**src/hdl/eeprom_loader_pkg.sv**
```systemverilog
// Constants, register layout and state encoding for the serial EEPROM loader.
// Assumes a single core clock and a two-wire EEPROM that acknowledges each byte.
//
// Contract
// - Start bit rising launches cycle; command picks direction
// - Hardware clears start bit when cycle ends
// - Error flag set on missing acknowledge
// - Complete flag set only after successful autoload
// - Rate field divides clock 4096/2048/1024/128
// - Autoload control bit one blocks autoload
// - Fast bit makes autoload eight times faster
// - In-progress flag high while autoload runs
// - Word address field selects software cycle location
// - Data field holds word to write
package eeprom_loader_pkg;

   // ----------------------------------------------------------------
   // Register map
   // ----------------------------------------------------------------
   localparam logic [7:0] CTRL_OFFSET = 8'h70;
   localparam logic [7:0] STATUS_OFFSET = 8'hA0;
   localparam logic [7:0] MASK_OFFSET = 8'hA4;

   // Control/status word, bit 31 first
   typedef struct packed {
      logic [15:0] data;
      logic [6:0] wordAddr;
      logic inProg;
      logic fast;
      logic autoDis;
      logic [1:0] rate;
      logic done;
      logic err;
      logic cmd;
      logic start;
   } ctrl_t;

   localparam logic [31:0] CTRL_RESET = 32'h0000_0080;

   // Interrupt status bits
   localparam int STAT_WIDTH = 3;
   localparam int STAT_OP_DONE = 0;
   localparam int STAT_ERR = 1;
   localparam int STAT_AUTO_DONE = 2;
   localparam logic [STAT_WIDTH-1:0] STAT_RESET = 3'h0;

   // ----------------------------------------------------------------
   // Serial clock: cycles per quarter of a serial clock period
   // ----------------------------------------------------------------
   localparam logic [10:0] QTR_RATE0 = 11'h400;   // divide by 4096
   localparam logic [10:0] QTR_RATE1 = 11'h200;   // divide by 2048
   localparam logic [10:0] QTR_RATE2 = 11'h100;   // divide by 1024
   localparam logic [10:0] QTR_RATE3 = 11'h020;   // divide by 128
   localparam int FAST_SHIFT = 3;                  // eight times faster

   // ----------------------------------------------------------------
   // EEPROM framing
   // ----------------------------------------------------------------
   localparam logic [7:0] DEV_WRITE = 8'hA0;
   localparam logic [7:0] DEV_READ = 8'hA1;
   localparam logic [7:0] IDLE_BYTE = 8'hFF;
   localparam logic [3:0] BIT_ACK = 4'h8;
   localparam logic [2:0] BYTE_ADDR = 3'h1;
   localparam logic [2:0] BYTE_HI = 3'h3;
   localparam logic [2:0] BYTE_LO = 3'h4;
   localparam logic [6:0] AUTOLOAD_LAST = 7'h07;  // eight words loaded
   localparam logic [4:0] AUTOLOAD_HOLD = 5'h10;  // cycles before autoload

   typedef enum logic [2:0] {
      ST_IDLE = 3'h0,
      ST_START = 3'h1,
      ST_BYTE = 3'h3,
      ST_STOP = 3'h2,
      ST_FINISH = 3'h6
   } state_t;

endpackage

```
**src/hdl/eeprom_clk_div.sv**
```systemverilog
// Quarter-period tick generator for the EEPROM serial clock.
// Assumes rate and fast settings stay put while a cycle is running.
`timescale 1ns/1ps
module eeprom_clk_div (
   input wire logic clk,          // Core clock
   input wire logic reset,        // Asynchronous reset, active high
   input wire logic [1:0] rate,   // Serial clock rate select
   input wire logic fast,         // Divide quarter by eight
   output logic tick              // One pulse per quarter period
);

   logic [9:0] cnt_r;
   logic [9:0] cnt_nxt;
   logic tick_r;
   logic tick_nxt;
   logic [10:0] quarter;
   logic [9:0] limit;

   // ----------------------------------------------------------------
   // Count to the selected quarter length
   // ----------------------------------------------------------------
   // Compare with >= so a shortened limit never strands the counter
   always_comb
   begin
      case (rate)
         2'h0: quarter = eeprom_loader_pkg::QTR_RATE0;
         2'h1: quarter = eeprom_loader_pkg::QTR_RATE1;
         2'h2: quarter = eeprom_loader_pkg::QTR_RATE2;
         default: quarter = eeprom_loader_pkg::QTR_RATE3;
      endcase
      if (fast)
      begin
         quarter = quarter >> eeprom_loader_pkg::FAST_SHIFT;
      end
      limit = 10'(quarter - 11'h001);
      tick_nxt = (cnt_r >= limit);
      cnt_nxt = tick_nxt ? 10'h000 : 10'(cnt_r + 10'h001);
   end

   // Registers
   always_ff @(posedge clk or posedge reset)
   begin
      if (reset)
      begin
         cnt_r <= 10'h000;
         tick_r <= 1'b0;
      end
      else
      begin
         cnt_r <= cnt_nxt;
         tick_r <= tick_nxt;
      end
   end

   assign tick = tick_r;

endmodule

```
**src/hdl/eeprom_autoload_access.sv**
```systemverilog
// Serial EEPROM controller: autoload after reset and single word cycles.
// Assumes an open-drain data line resolved outside and a pulled-up bus.
`timescale 1ns/1ps
module eeprom_autoload_access (
   input wire logic clk,               // Core clock, 20 MHz
   input wire logic reset,             // Asynchronous reset, active high
   input wire logic [7:0] regAddr,     // Register byte address
   input wire logic [31:0] regWrData,  // Register write data
   input wire logic regWr,             // Write strobe
   input wire logic regRd,             // Read strobe
   output logic [31:0] regRdData,      // Read data, cycle after strobe
   output logic sclOut,                // EEPROM serial clock
   input wire logic sdaIn,             // EEPROM data line level
   output logic sdaOut,                // Data line drive value, always low
   output logic sdaOe,                 // High while pulling data line low
   output logic [15:0] cfgWord,        // Autoloaded word
   output logic [6:0] cfgAddr,         // Word address of cfgWord
   output logic cfgValid,              // Pulse with each autoloaded word
   output logic irq                    // Level interrupt
);

   eeprom_loader_pkg::state_t state_r, state_nxt;
   eeprom_loader_pkg::ctrl_t ctrl_r, ctrl_nxt, wrCtrl;
   logic [1:0] q_r, q_nxt;
   logic [3:0] bitCnt_r, bitCnt_nxt;
   logic [2:0] byteIdx_r, byteIdx_nxt;
   logic [7:0] shift_r, shift_nxt;
   logic [15:0] rx_r, rx_nxt;
   logic ackErr_r, ackErr_nxt;
   logic isAuto_r, isAuto_nxt;
   logic autoPend_r, autoPend_nxt;
   logic [4:0] hold_r, hold_nxt;
   logic [6:0] loadIdx_r, loadIdx_nxt;
   logic scl_r, scl_nxt;
   logic sdaOe_r, sdaOe_nxt;
   logic [15:0] cfgWord_r, cfgWord_nxt;
   logic [6:0] cfgAddr_r, cfgAddr_nxt;
   logic cfgValid_r, cfgValid_nxt;
   logic [eeprom_loader_pkg::STAT_WIDTH-1:0] stat_r, stat_nxt, mask_r, mask_nxt, ev, w1c;
   logic irq_r, irq_nxt;
   logic [31:0] rd_r, rd_nxt;
   logic tick;
   logic opWrite;
   logic [6:0] opAddr;
   logic holdDone;

   // ----------------------------------------------------------------
   // Serial clock timebase
   // ----------------------------------------------------------------
   eeprom_clk_div u_div (
      .clk(clk),
      .reset(reset),
      .rate(ctrl_r.rate),
      .fast(ctrl_r.fast),
      .tick(tick)
   );

   // Byte sent at each position of a frame
   function automatic logic [7:0] tx_byte(input logic [2:0] idx, input logic wr,
                                          input logic [6:0] addr, input logic [15:0] data);
      case (idx)
         3'h0: tx_byte = eeprom_loader_pkg::DEV_WRITE;
         3'h1: tx_byte = {1'b0, addr};
         3'h2: tx_byte = wr ? data[15:8] : eeprom_loader_pkg::DEV_READ;
         3'h3: tx_byte = wr ? data[7:0] : eeprom_loader_pkg::IDLE_BYTE;
         default: tx_byte = eeprom_loader_pkg::IDLE_BYTE;
      endcase
   endfunction

   assign opWrite = !isAuto_r && ctrl_r.cmd;
   assign opAddr = isAuto_r ? loadIdx_r : ctrl_r.wordAddr;
   assign holdDone = (hold_r == eeprom_loader_pkg::AUTOLOAD_HOLD);

   // ----------------------------------------------------------------
   // Engine and control register
   // ----------------------------------------------------------------
   // Fields are frozen while busy so a frame never sees a torn address
   always_comb
   begin
      state_nxt = state_r;
      ctrl_nxt = ctrl_r;
      q_nxt = q_r;
      bitCnt_nxt = bitCnt_r;
      byteIdx_nxt = byteIdx_r;
      shift_nxt = shift_r;
      rx_nxt = rx_r;
      ackErr_nxt = ackErr_r;
      isAuto_nxt = isAuto_r;
      autoPend_nxt = autoPend_r;
      loadIdx_nxt = loadIdx_r;
      scl_nxt = scl_r;
      sdaOe_nxt = sdaOe_r;
      cfgWord_nxt = cfgWord_r;
      cfgAddr_nxt = cfgAddr_r;
      cfgValid_nxt = 1'b0;
      ev = '0;
      hold_nxt = holdDone ? hold_r : 5'(hold_r + 5'h01);
      wrCtrl = eeprom_loader_pkg::ctrl_t'(regWrData);
      if (regWr && regAddr == eeprom_loader_pkg::CTRL_OFFSET && state_r == eeprom_loader_pkg::ST_IDLE)
      begin
         ctrl_nxt.data = wrCtrl.data;
         ctrl_nxt.wordAddr = wrCtrl.wordAddr;
         ctrl_nxt.fast = wrCtrl.fast;
         ctrl_nxt.autoDis = wrCtrl.autoDis;
         ctrl_nxt.rate = wrCtrl.rate;
         ctrl_nxt.cmd = wrCtrl.cmd;
         if (wrCtrl.start && !ctrl_r.start)
         begin
            ctrl_nxt.start = 1'b1;
         end
      end
      case (state_r)
         eeprom_loader_pkg::ST_IDLE:
         begin
            scl_nxt = 1'b1;
            sdaOe_nxt = 1'b0;
            if (autoPend_r && holdDone && ctrl_r.autoDis)
            begin
               autoPend_nxt = 1'b0;
            end
            else if ((autoPend_r && holdDone) || (!autoPend_r && ctrl_r.start))
            begin
               isAuto_nxt = autoPend_r;
               ctrl_nxt.inProg = autoPend_r;
               autoPend_nxt = 1'b0;
               loadIdx_nxt = 7'h00;
               state_nxt = eeprom_loader_pkg::ST_START;
               q_nxt = 2'h0;
               byteIdx_nxt = 3'h0;
               ackErr_nxt = 1'b0;
            end
         end
         eeprom_loader_pkg::ST_START:
         begin
            if (tick)
            begin
               q_nxt = 2'(q_r + 2'h1);
               case (q_r)
                  2'h0: sdaOe_nxt = 1'b0;
                  2'h1: scl_nxt = 1'b1;
                  2'h2: sdaOe_nxt = 1'b1;       // Data falls while clock high
                  default:
                  begin
                     scl_nxt = 1'b0;
                     shift_nxt = tx_byte(byteIdx_r, opWrite, opAddr, ctrl_r.data);
                     bitCnt_nxt = 4'h0;
                     state_nxt = eeprom_loader_pkg::ST_BYTE;
                  end
               endcase
            end
         end
         eeprom_loader_pkg::ST_BYTE:
         begin
            if (tick)
            begin
               q_nxt = 2'(q_r + 2'h1);
               case (q_r)
                  2'h0:
                  begin
                     if (bitCnt_r != eeprom_loader_pkg::BIT_ACK)
                     begin
                        sdaOe_nxt = !shift_r[7];
                     end
                     else
                     begin
                        // Master acknowledges the high byte, not the last
                        sdaOe_nxt = !opWrite && byteIdx_r == eeprom_loader_pkg::BYTE_HI;
                     end
                  end
                  2'h1: scl_nxt = 1'b1;
                  2'h2:
                  begin
                     if (bitCnt_r != eeprom_loader_pkg::BIT_ACK)
                     begin
                        if (!opWrite && byteIdx_r >= eeprom_loader_pkg::BYTE_HI)
                        begin
                           rx_nxt = {rx_r[14:0], sdaIn};
                        end
                     end
                     else if ((opWrite || byteIdx_r < eeprom_loader_pkg::BYTE_HI) && sdaIn)
                     begin
                        ackErr_nxt = 1'b1;
                     end
                  end
                  default:
                  begin
                     scl_nxt = 1'b0;
                     if (bitCnt_r != eeprom_loader_pkg::BIT_ACK)
                     begin
                        shift_nxt = {shift_r[6:0], 1'b1};
                        bitCnt_nxt = 4'(bitCnt_r + 4'h1);
                     end
                     else if (ackErr_r)
                     begin
                        state_nxt = eeprom_loader_pkg::ST_STOP;   // Abort frame
                     end
                     else if ((opWrite && byteIdx_r == eeprom_loader_pkg::BYTE_HI) ||
                              (!opWrite && byteIdx_r == eeprom_loader_pkg::BYTE_LO))
                     begin
                        state_nxt = eeprom_loader_pkg::ST_STOP;
                     end
                     else if (!opWrite && byteIdx_r == eeprom_loader_pkg::BYTE_ADDR)
                     begin
                        byteIdx_nxt = 3'h2;     // Repeated start for the read
                        state_nxt = eeprom_loader_pkg::ST_START;
                     end
                     else
                     begin
                        byteIdx_nxt = 3'(byteIdx_r + 3'h1);
                        shift_nxt = tx_byte(byteIdx_nxt, opWrite, opAddr, ctrl_r.data);
                        bitCnt_nxt = 4'h0;
                     end
                  end
               endcase
            end
         end
         eeprom_loader_pkg::ST_STOP:
         begin
            if (tick)
            begin
               q_nxt = 2'(q_r + 2'h1);
               case (q_r)
                  2'h0: sdaOe_nxt = 1'b1;
                  2'h1: scl_nxt = 1'b1;
                  2'h2: sdaOe_nxt = 1'b0;      // Data rises while clock high
                  default: state_nxt = eeprom_loader_pkg::ST_FINISH;
               endcase
            end
         end
         eeprom_loader_pkg::ST_FINISH:
         begin
            ctrl_nxt.err = ackErr_r;
            state_nxt = eeprom_loader_pkg::ST_IDLE;
            if (isAuto_r)
            begin
               cfgWord_nxt = rx_r;
               cfgAddr_nxt = loadIdx_r;
               cfgValid_nxt = !ackErr_r;
               ev[eeprom_loader_pkg::STAT_ERR] = ackErr_r;
               if (ackErr_r || loadIdx_r == eeprom_loader_pkg::AUTOLOAD_LAST)
               begin
                  ctrl_nxt.inProg = 1'b0;
                  ctrl_nxt.done = !ackErr_r;
                  ev[eeprom_loader_pkg::STAT_AUTO_DONE] = !ackErr_r;
               end
               else
               begin
                  loadIdx_nxt = 7'(loadIdx_r + 7'h01);
                  byteIdx_nxt = 3'h0;
                  q_nxt = 2'h0;
                  state_nxt = eeprom_loader_pkg::ST_START;
               end
            end
            else
            begin
               ctrl_nxt.start = 1'b0;
               if (!ackErr_r && !ctrl_r.cmd)
               begin
                  ctrl_nxt.data = rx_r;
               end
               ev[eeprom_loader_pkg::STAT_OP_DONE] = 1'b1;
               ev[eeprom_loader_pkg::STAT_ERR] = ackErr_r;
            end
         end
         default: state_nxt = eeprom_loader_pkg::ST_IDLE;
      endcase
   end

   // ----------------------------------------------------------------
   // Interrupts and read port
   // ----------------------------------------------------------------
   // An event in the clearing cycle survives: set is applied after clear
   always_comb
   begin
      w1c = '0;
      mask_nxt = mask_r;
      if (regWr && regAddr == eeprom_loader_pkg::STATUS_OFFSET)
      begin
         w1c = regWrData[eeprom_loader_pkg::STAT_WIDTH-1:0];
      end
      if (regWr && regAddr == eeprom_loader_pkg::MASK_OFFSET)
      begin
         mask_nxt = regWrData[eeprom_loader_pkg::STAT_WIDTH-1:0];
      end
      stat_nxt = (stat_r & ~w1c) | ev;
      irq_nxt = |(stat_nxt & mask_nxt);
      rd_nxt = 32'h0000_0000;
      if (regRd)
      begin
         case (regAddr)
            eeprom_loader_pkg::CTRL_OFFSET: rd_nxt = ctrl_r;
            eeprom_loader_pkg::STATUS_OFFSET: rd_nxt = {29'h0, stat_r};
            eeprom_loader_pkg::MASK_OFFSET: rd_nxt = {29'h0, mask_r};
            default: rd_nxt = 32'h0000_0000;
         endcase
      end
   end

   // Registers
   always_ff @(posedge clk or posedge reset)
   begin
      if (reset)
      begin
         state_r <= eeprom_loader_pkg::ST_IDLE;
         ctrl_r <= eeprom_loader_pkg::CTRL_RESET;
         q_r <= 2'h0;
         bitCnt_r <= 4'h0;
         byteIdx_r <= 3'h0;
         shift_r <= 8'hFF;
         rx_r <= 16'h0000;
         ackErr_r <= 1'b0;
         isAuto_r <= 1'b0;
         autoPend_r <= 1'b1;
         hold_r <= 5'h00;
         loadIdx_r <= 7'h00;
         scl_r <= 1'b1;
         sdaOe_r <= 1'b0;
         cfgWord_r <= 16'h0000;
         cfgAddr_r <= 7'h00;
         cfgValid_r <= 1'b0;
         stat_r <= eeprom_loader_pkg::STAT_RESET;
         mask_r <= eeprom_loader_pkg::STAT_RESET;
         irq_r <= 1'b0;
         rd_r <= 32'h0000_0000;
      end
      else
      begin
         state_r <= state_nxt;
         ctrl_r <= ctrl_nxt;
         q_r <= q_nxt;
         bitCnt_r <= bitCnt_nxt;
         byteIdx_r <= byteIdx_nxt;
         shift_r <= shift_nxt;
         rx_r <= rx_nxt;
         ackErr_r <= ackErr_nxt;
         isAuto_r <= isAuto_nxt;
         autoPend_r <= autoPend_nxt;
         hold_r <= hold_nxt;
         loadIdx_r <= loadIdx_nxt;
         scl_r <= scl_nxt;
         sdaOe_r <= sdaOe_nxt;
         cfgWord_r <= cfgWord_nxt;
         cfgAddr_r <= cfgAddr_nxt;
         cfgValid_r <= cfgValid_nxt;
         stat_r <= stat_nxt;
         mask_r <= mask_nxt;
         irq_r <= irq_nxt;
         rd_r <= rd_nxt;
      end
   end

   assign regRdData = rd_r;
   assign sclOut = scl_r;
   assign sdaOut = 1'b0;
   assign sdaOe = sdaOe_r;
   assign cfgWord = cfgWord_r;
   assign cfgAddr = cfgAddr_r;
   assign cfgValid = cfgValid_r;
   assign irq = irq_r;
endmodule

```
**config.mk**
```make
export PLATFORM = sky130hd
export DESIGN_NAME = eeprom_autoload_access
export DESIGN_NICKNAME = d
export VERILOG_FILES = /design/src/hdl/eeprom_loader_pkg.sv /design/src/hdl/eeprom_clk_div.sv /design/src/hdl/eeprom_autoload_access.sv
export SDC_FILE = /design/constraint.sdc
export NUM_CORES = 1
export LEC_CHECK = 0
export BUFFER_PORTS_ARGS = -buffer_cell sky130_fd_sc_hd__buf_2
export CORE_MARGIN = 1
export CORE_UTILIZATION = 45
export DETAILED_ROUTE_END_ITERATION = 6
export GPL_TIMING_DRIVEN = 0
export PLACE_DENSITY = 0.71
export SYNTH_ARGS = -nofsm -noshare
export SYNTH_HDL_FRONTEND = slang
export SYNTH_SLANG_ARGS = --single-unit
```
**constraint.sdc**
```tcl
create_clock -name clk -period 7.5 [get_ports clk]
set_clock_uncertainty 0.15 [all_clocks]
set_input_delay 1.5 -clock clk [delete_from_list [all_inputs] [get_ports clk]]
set_output_delay 1.5 -clock clk [all_outputs]
set_load 0.01 [all_outputs]
```
# [After elaboration in Yosys (flattened, before gate mapping)]
# Cells that the tools add are included.
[totals] output_inout_bits=60 inputBits=45 reg_bits=159 elab_cells=261
[op_classes] n_reduce_logical=59 n_eq_ne=48 magnitude_cmp=3 n_addsub=7 n_bitwise=5 n_mux=107
[ops] cell="32-bit one-hot mux with 3 select lines" n=1
[ops] cell="8-bit 2-to-1 mux" n=10
[ops] cell="3-bit 2-to-1 mux" n=25
[ops] cell="8-bit one-hot mux with 4 select lines" n=2
[ops] cell="16-bit 2-to-1 mux" n=3
[ops] cell="7-bit 2-to-1 mux" n=5
[ops] cell="11-bit one-hot mux with 3 select lines" n=1
[ops] cell="32-bit 2-to-1 mux" n=1
[ops] cell="4-bit 2-to-1 mux" n=8
[ops] cell="1-bit 2-to-1 mux" n=30
[ops] cell="2-bit inequality test (second input constant)" n=14
[ops] cell="23-bit 2-to-1 mux" n=1
[ops] cell="10-bit 2-to-1 mux" n=2
[ops] cell="10-bit AND reduction" n=2
[ops] cell="5-bit AND reduction" n=4
[ops] cell="3-bit by 2-bit == test with 1-bit output (second input constant)" n=6
[ops] cell="8-bit == test (second input constant)" n=2
[ops] cell="1-bit logical AND" n=16
[ops] cell="8-bit one-hot mux with 2 select lines" n=1
[ops] cell="3-bit inequality test (second input constant)" n=5
[ops] cell="3-bit one-hot mux with 5 select lines" n=1
[ops] cell="2-bit by 1-bit inequality test with 1-bit output (second input constant)" n=7
[ops] cell="7-bit one-hot mux with 2 select lines" n=1
[ops] cell="7-bit AND reduction" n=2
[ops] cell="42 further kinds" n=79

# [Logic depth before layout (Yosys ltp)]
[depth] word_depth=11 ltp_mapped=11

# [By module]
# Synthesis repeated with hierarchy kept, for this count alone.
[hier_totals] cells_unflattened=793 area_unflattened_um2=7981.4
[modules_own_cells] mod="eeprom_autoload_access" instances=1 seq_area_each_um2=3717.3 cells_per_inst=714 area_per_inst_um2=7189.4
[modules_own_cells] mod="eeprom_clk_div" instances=1 seq_area_each_um2=275.3 cells_per_inst=79 area_per_inst_um2=792.0

# [Worst setup path before layout]
# No wires, ideal clock.
[synth_path] path_kind="input port to flip-flop" from="input regAddr[1]" to="register ctrl_r[10] (netlist name)" stages=6 n_path_buf=2 path_slack_ns=3.980 arrival_time_ns=3.246 required_time_ns=7.225 path_cell_list="or4b_4 nor3_1 and3_1 clkbuf_1 buf_2 mux2_2"
[synth_between] elab_chain_cells=3
[synth_lines] element="from (decl)" line_no="eeprom_autoload_access.sv:7" rtl="input wire logic [7:0] regAddr,"
[synth_lines] element="8-bit by 7-bit == test with 1-bit output" line_no="eeprom_autoload_access.sv:99" rtl="if (regWr && regAddr == eeprom_loader_pkg::CTRL_OFFSET && state_r == eeprom_loader_pkg::ST_IDLE)"
[synth_lines] element="1-bit logical AND (2 in a row)" line_no="eeprom_autoload_access.sv:99"
[synth_lines] element="to (signal assigned)" line_no="eeprom_autoload_access.sv:305" rtl="ctrl_r <= eeprom_loader_pkg::CTRL_RESET;"
[synth_lines] element="to (signal assigned)" line_no="eeprom_autoload_access.sv:329" rtl="ctrl_r <= ctrl_nxt;"
[synth_lines] element="to (decl)" line_no="eeprom_autoload_access.sv:23" rtl="eeprom_loader_pkg::ctrl_t ctrl_r, ctrl_nxt, wrCtrl;"
# No other way between the ends.
# A chain may end at the register's enable or synchronous reset.

# [Final worst setup path]
# Same ends and word-level chain as after synthesis.

==> metrics.txt <==
status=finished, final reports clean; Final Hold Vio Count=0; Min Clock Period, post-route=3.733 ns; post-route insts no fill=1,104; first-pass GRT wire length=slightly above 30 mm; total grt overflow=0; total number of yosys warnings=0; IO Pins=105; fraction of layout cells with a size suffix above 1=around a quarter; Crit Path Category=input pin to flop; flops & latches, synth=159; initial DRC count=508; maximum clock frequency=267.9 MHz; Critical Path Start Type=input pin; CP max-delay cell=nor3_1; vias in the first global route=5,953; DP Wirelength=13.76 mm; top_reg_cell synth=dfrtp_1; clk slew on worst S/H paths=0.06 ns; Port Buf Inserts=100; Placed Cells=1,072; First-pass DRT Iterations=5; unrepaired setup endpoints after global routing=false; Final period util=49.77%; # nets final=942; Critical Path AT=3.90 ns; CP required=roughly 7.7 ns; HP Class=flop to flop; clk root buf=clkbuf_16; max-cap violations=0; Fin Setup TNS=0 ns; DRC Markers=0; hold_ws=~0.33 ns; Layout Area Growth over Synthesis=17.87%; FP Rows=47; Synth Net Count=slightly above 800; GP Congestion=approximately 0.9; Starting Density=46.40%; Die Span Y=about 130 µm; synthesized cell area=7722 µm²; sequential cell area fraction in the yosys report=51.70%; Setup Buffers After CTS=0; worst path cell trace=buf_2 > or4b_4 > nor3_1 > and3_1 > clkbuf_1 > buf_2 > mux2_2; diode count=0; Slew headroom=about 17%; initial antenna violation count=1; clk_lat worst skew=between 0.4 and 0.5 ns; CP max stage delay=approximately 0.66 ns; CP Capture Type=flop; Via density=5.541; Pwr Density=190.5 nW/µm²; worst-margin pin slew=around 1.2 ns; clk buf depth=2; dominant cells by area after synthesis=dfrtp_1, mux2_2, nand2_1; Num CTS Buffers=17; share of the synthesized area in the top cell type=a little under half; WL/cell=17.42 µm; ANT nets after route=0; Final Routed Wirelength=about 19 mm; # H-tree levels=4; Die X-Extent=between 100 and 150 µm; vias post-DR=6,117; total track usage=22.59%; cell mode on critical path=buf_2; area leader, netlist=dfrtp_1; CP Max Fanout=10; Syn Area/Cell=~10 µm²; CTS resizes=0; synth unique cells=just over 60; CTS sink count=159; VDD IR max=0.1571 mV; Max Slew Vio Count=0; CTS tree=done; leak pwr=approximately 0.0045 µW; number of synthesized flops with an enable pin=0; hold buffers post-CTS=0; asr flop ratio synth=100.0%; Post-Synthesis Cells=751; setup violators final=0; Fill cells=1,465; largest net degree at the start of global routing=97; Die Area=17,690 µm²; area of the core=16,640 µm²
-- layer usage --
metal / global-route usage [%] / part of all wire, % / up-vias
li1: - / - / 2899
met1: 30.05 / 45 / 2985
met2: 36.91 / 48 / 209
met3: 4.866 / 5.6 / 24
met4: 6.897 / 1.5 / 0
met5: 0 / 0 / -
-- synthesized netlist by cell type, types with 3 or more instances --
master	instances
and3_1	38
or2_2	3
xor2_1	7
a21oi_1	17
inv_1	19
and2_1	6
nor2_1	29
o21ai_1	4
and3b_1	4
xnor2_1	8
o211ai_1	3
nand3_1	13
a22o_1	3
or3_1	6
buf_4	3
o22ai_1	5
dfstp_2	11
nand2_1	122
nor4_1	4
nand2b_1	4
a31oi_1	6
a22oi_1	9
dfrtp_1	148
nor3_1	9
mux2_2	47
a21o_1	7
nand3b_1	6
nor2b_1	7
o21ai_0	64
and4_1	6
buf_2	7
clkbuf_1	33
mux2i_1	21
nand4_1	6
ha_1	26
o31ai_1	7
-- stage by stage --
stage	setup slack [ns]	utilization, %	total power, µW	cell area, µm²
finish	3.767	54.70	1734	9102
global route	3.689	54.70	1792	9102
CTS	3.825	54.70	1749	9102
detailed placement	3.369	51.27	924.5	8533
global placement	-0.2058	51.06	921.7	8498
floorplan	1.577	-	900.1	7722
-- worst max-delay path: cells and delay by family --
family | cells | cell delay, ns
and+or+nand+nor | 3 | 1.47
muxes | 1 | 0.38
buffers and inverters | 3 | 0.54
-- worst paths after layout --
| path | from | to | slack, ns | depth (start not counted) |
|---|---|---|---|---|
| min in group asynchronous | reset | rx_r[6]$_DFFE_PP0P_ | 0.94 | 2 |
| max in group asynchronous | reset | autoPend_r$_DFFE_PP1P_ | 5.42 | 3 |
| setup / recovery | regAddr[1] | ctrl_r[10]$_DFFE_PP0P_ | 3.77 | 7 |
| hold / removal | cfgWord[12]$_DFFE_PP0P_ | cfgWord[12]$_DFFE_PP0P_ | 0.33 | 2 |
| hold reg to reg | cfgWord[12]$_DFFE_PP0P_ | cfgWord[12]$_DFFE_PP0P_ | 0.33 | 2 |
| setup reg to reg | byteIdx_r[1]$_DFFE_PP0P_ | shift_r[6]$_DFFE_PP1P_ | 4.47 | 10 |
-- cell families after synthesis --
group	count (synthesis)	synth area share, %
compound gates	144	11.47
xor+xnor	15	1.701
fa+ha+maj	26	4.213
buf+inv	62	3.273
flops	159	51.70
mux	68	9.576
other cells	1	0.04856
simple gates	276	18.02
-- layout by cell type (no fill, tap or decap), types with 11 or more instances in the layout --
cell / synthesis / layout
nand3_1: 13 / 13
dfstp_2: 11 / 11
nand2_1: 122 / 122
inv_1: 19 / 18
ha_1: 26 / 26
o21ai_0: 64 / 64
dfrtp_1: 148 / 148
clkbuf_1: 33 / 33
nor2_1: 29 / 29
and3_1: 38 / 38
buf_2: 7 / 107
clkbuf_16: 0 / 17
mux2_2: 47 / 47
mux2i_1: 21 / 21
a21oi_1: 17 / 17
-- cell type report --
cell class	count	area [µm²]	area share, %
Clock buffer	20	466.7	5.127
Tap cell	220	275.3	3.024
Timing Repair Buffer	101	528.0	5.801
Sequential cell	159	3993	43.86
Buffer	43	181.4	1.993
Inverter	19	78.83	0.8660
Multi-Input combinational cell	530	3477	38.20
Clock inverter	12	102.6	1.127
-- where the power goes --
part           internal [µW]  switching [µW]  total (µW)
Sequential               861            2.95         864
Combinational           14.7            29.3        44.0
Clock                    457             369         826
Total                   1330             402        1730
-- sequential cells by signal, summed over array words and instances (netlist names), 5 cells and up --
signal	count
cfgAddr	7
ctrl_r	32
hold_r	5
shift_r	8
rx_r	16
cfgWord	16
loadIdx_r	7
regRdData	32
u_div.cnt_r	10
No activity file was read; power rests on OpenSTA's default activity.
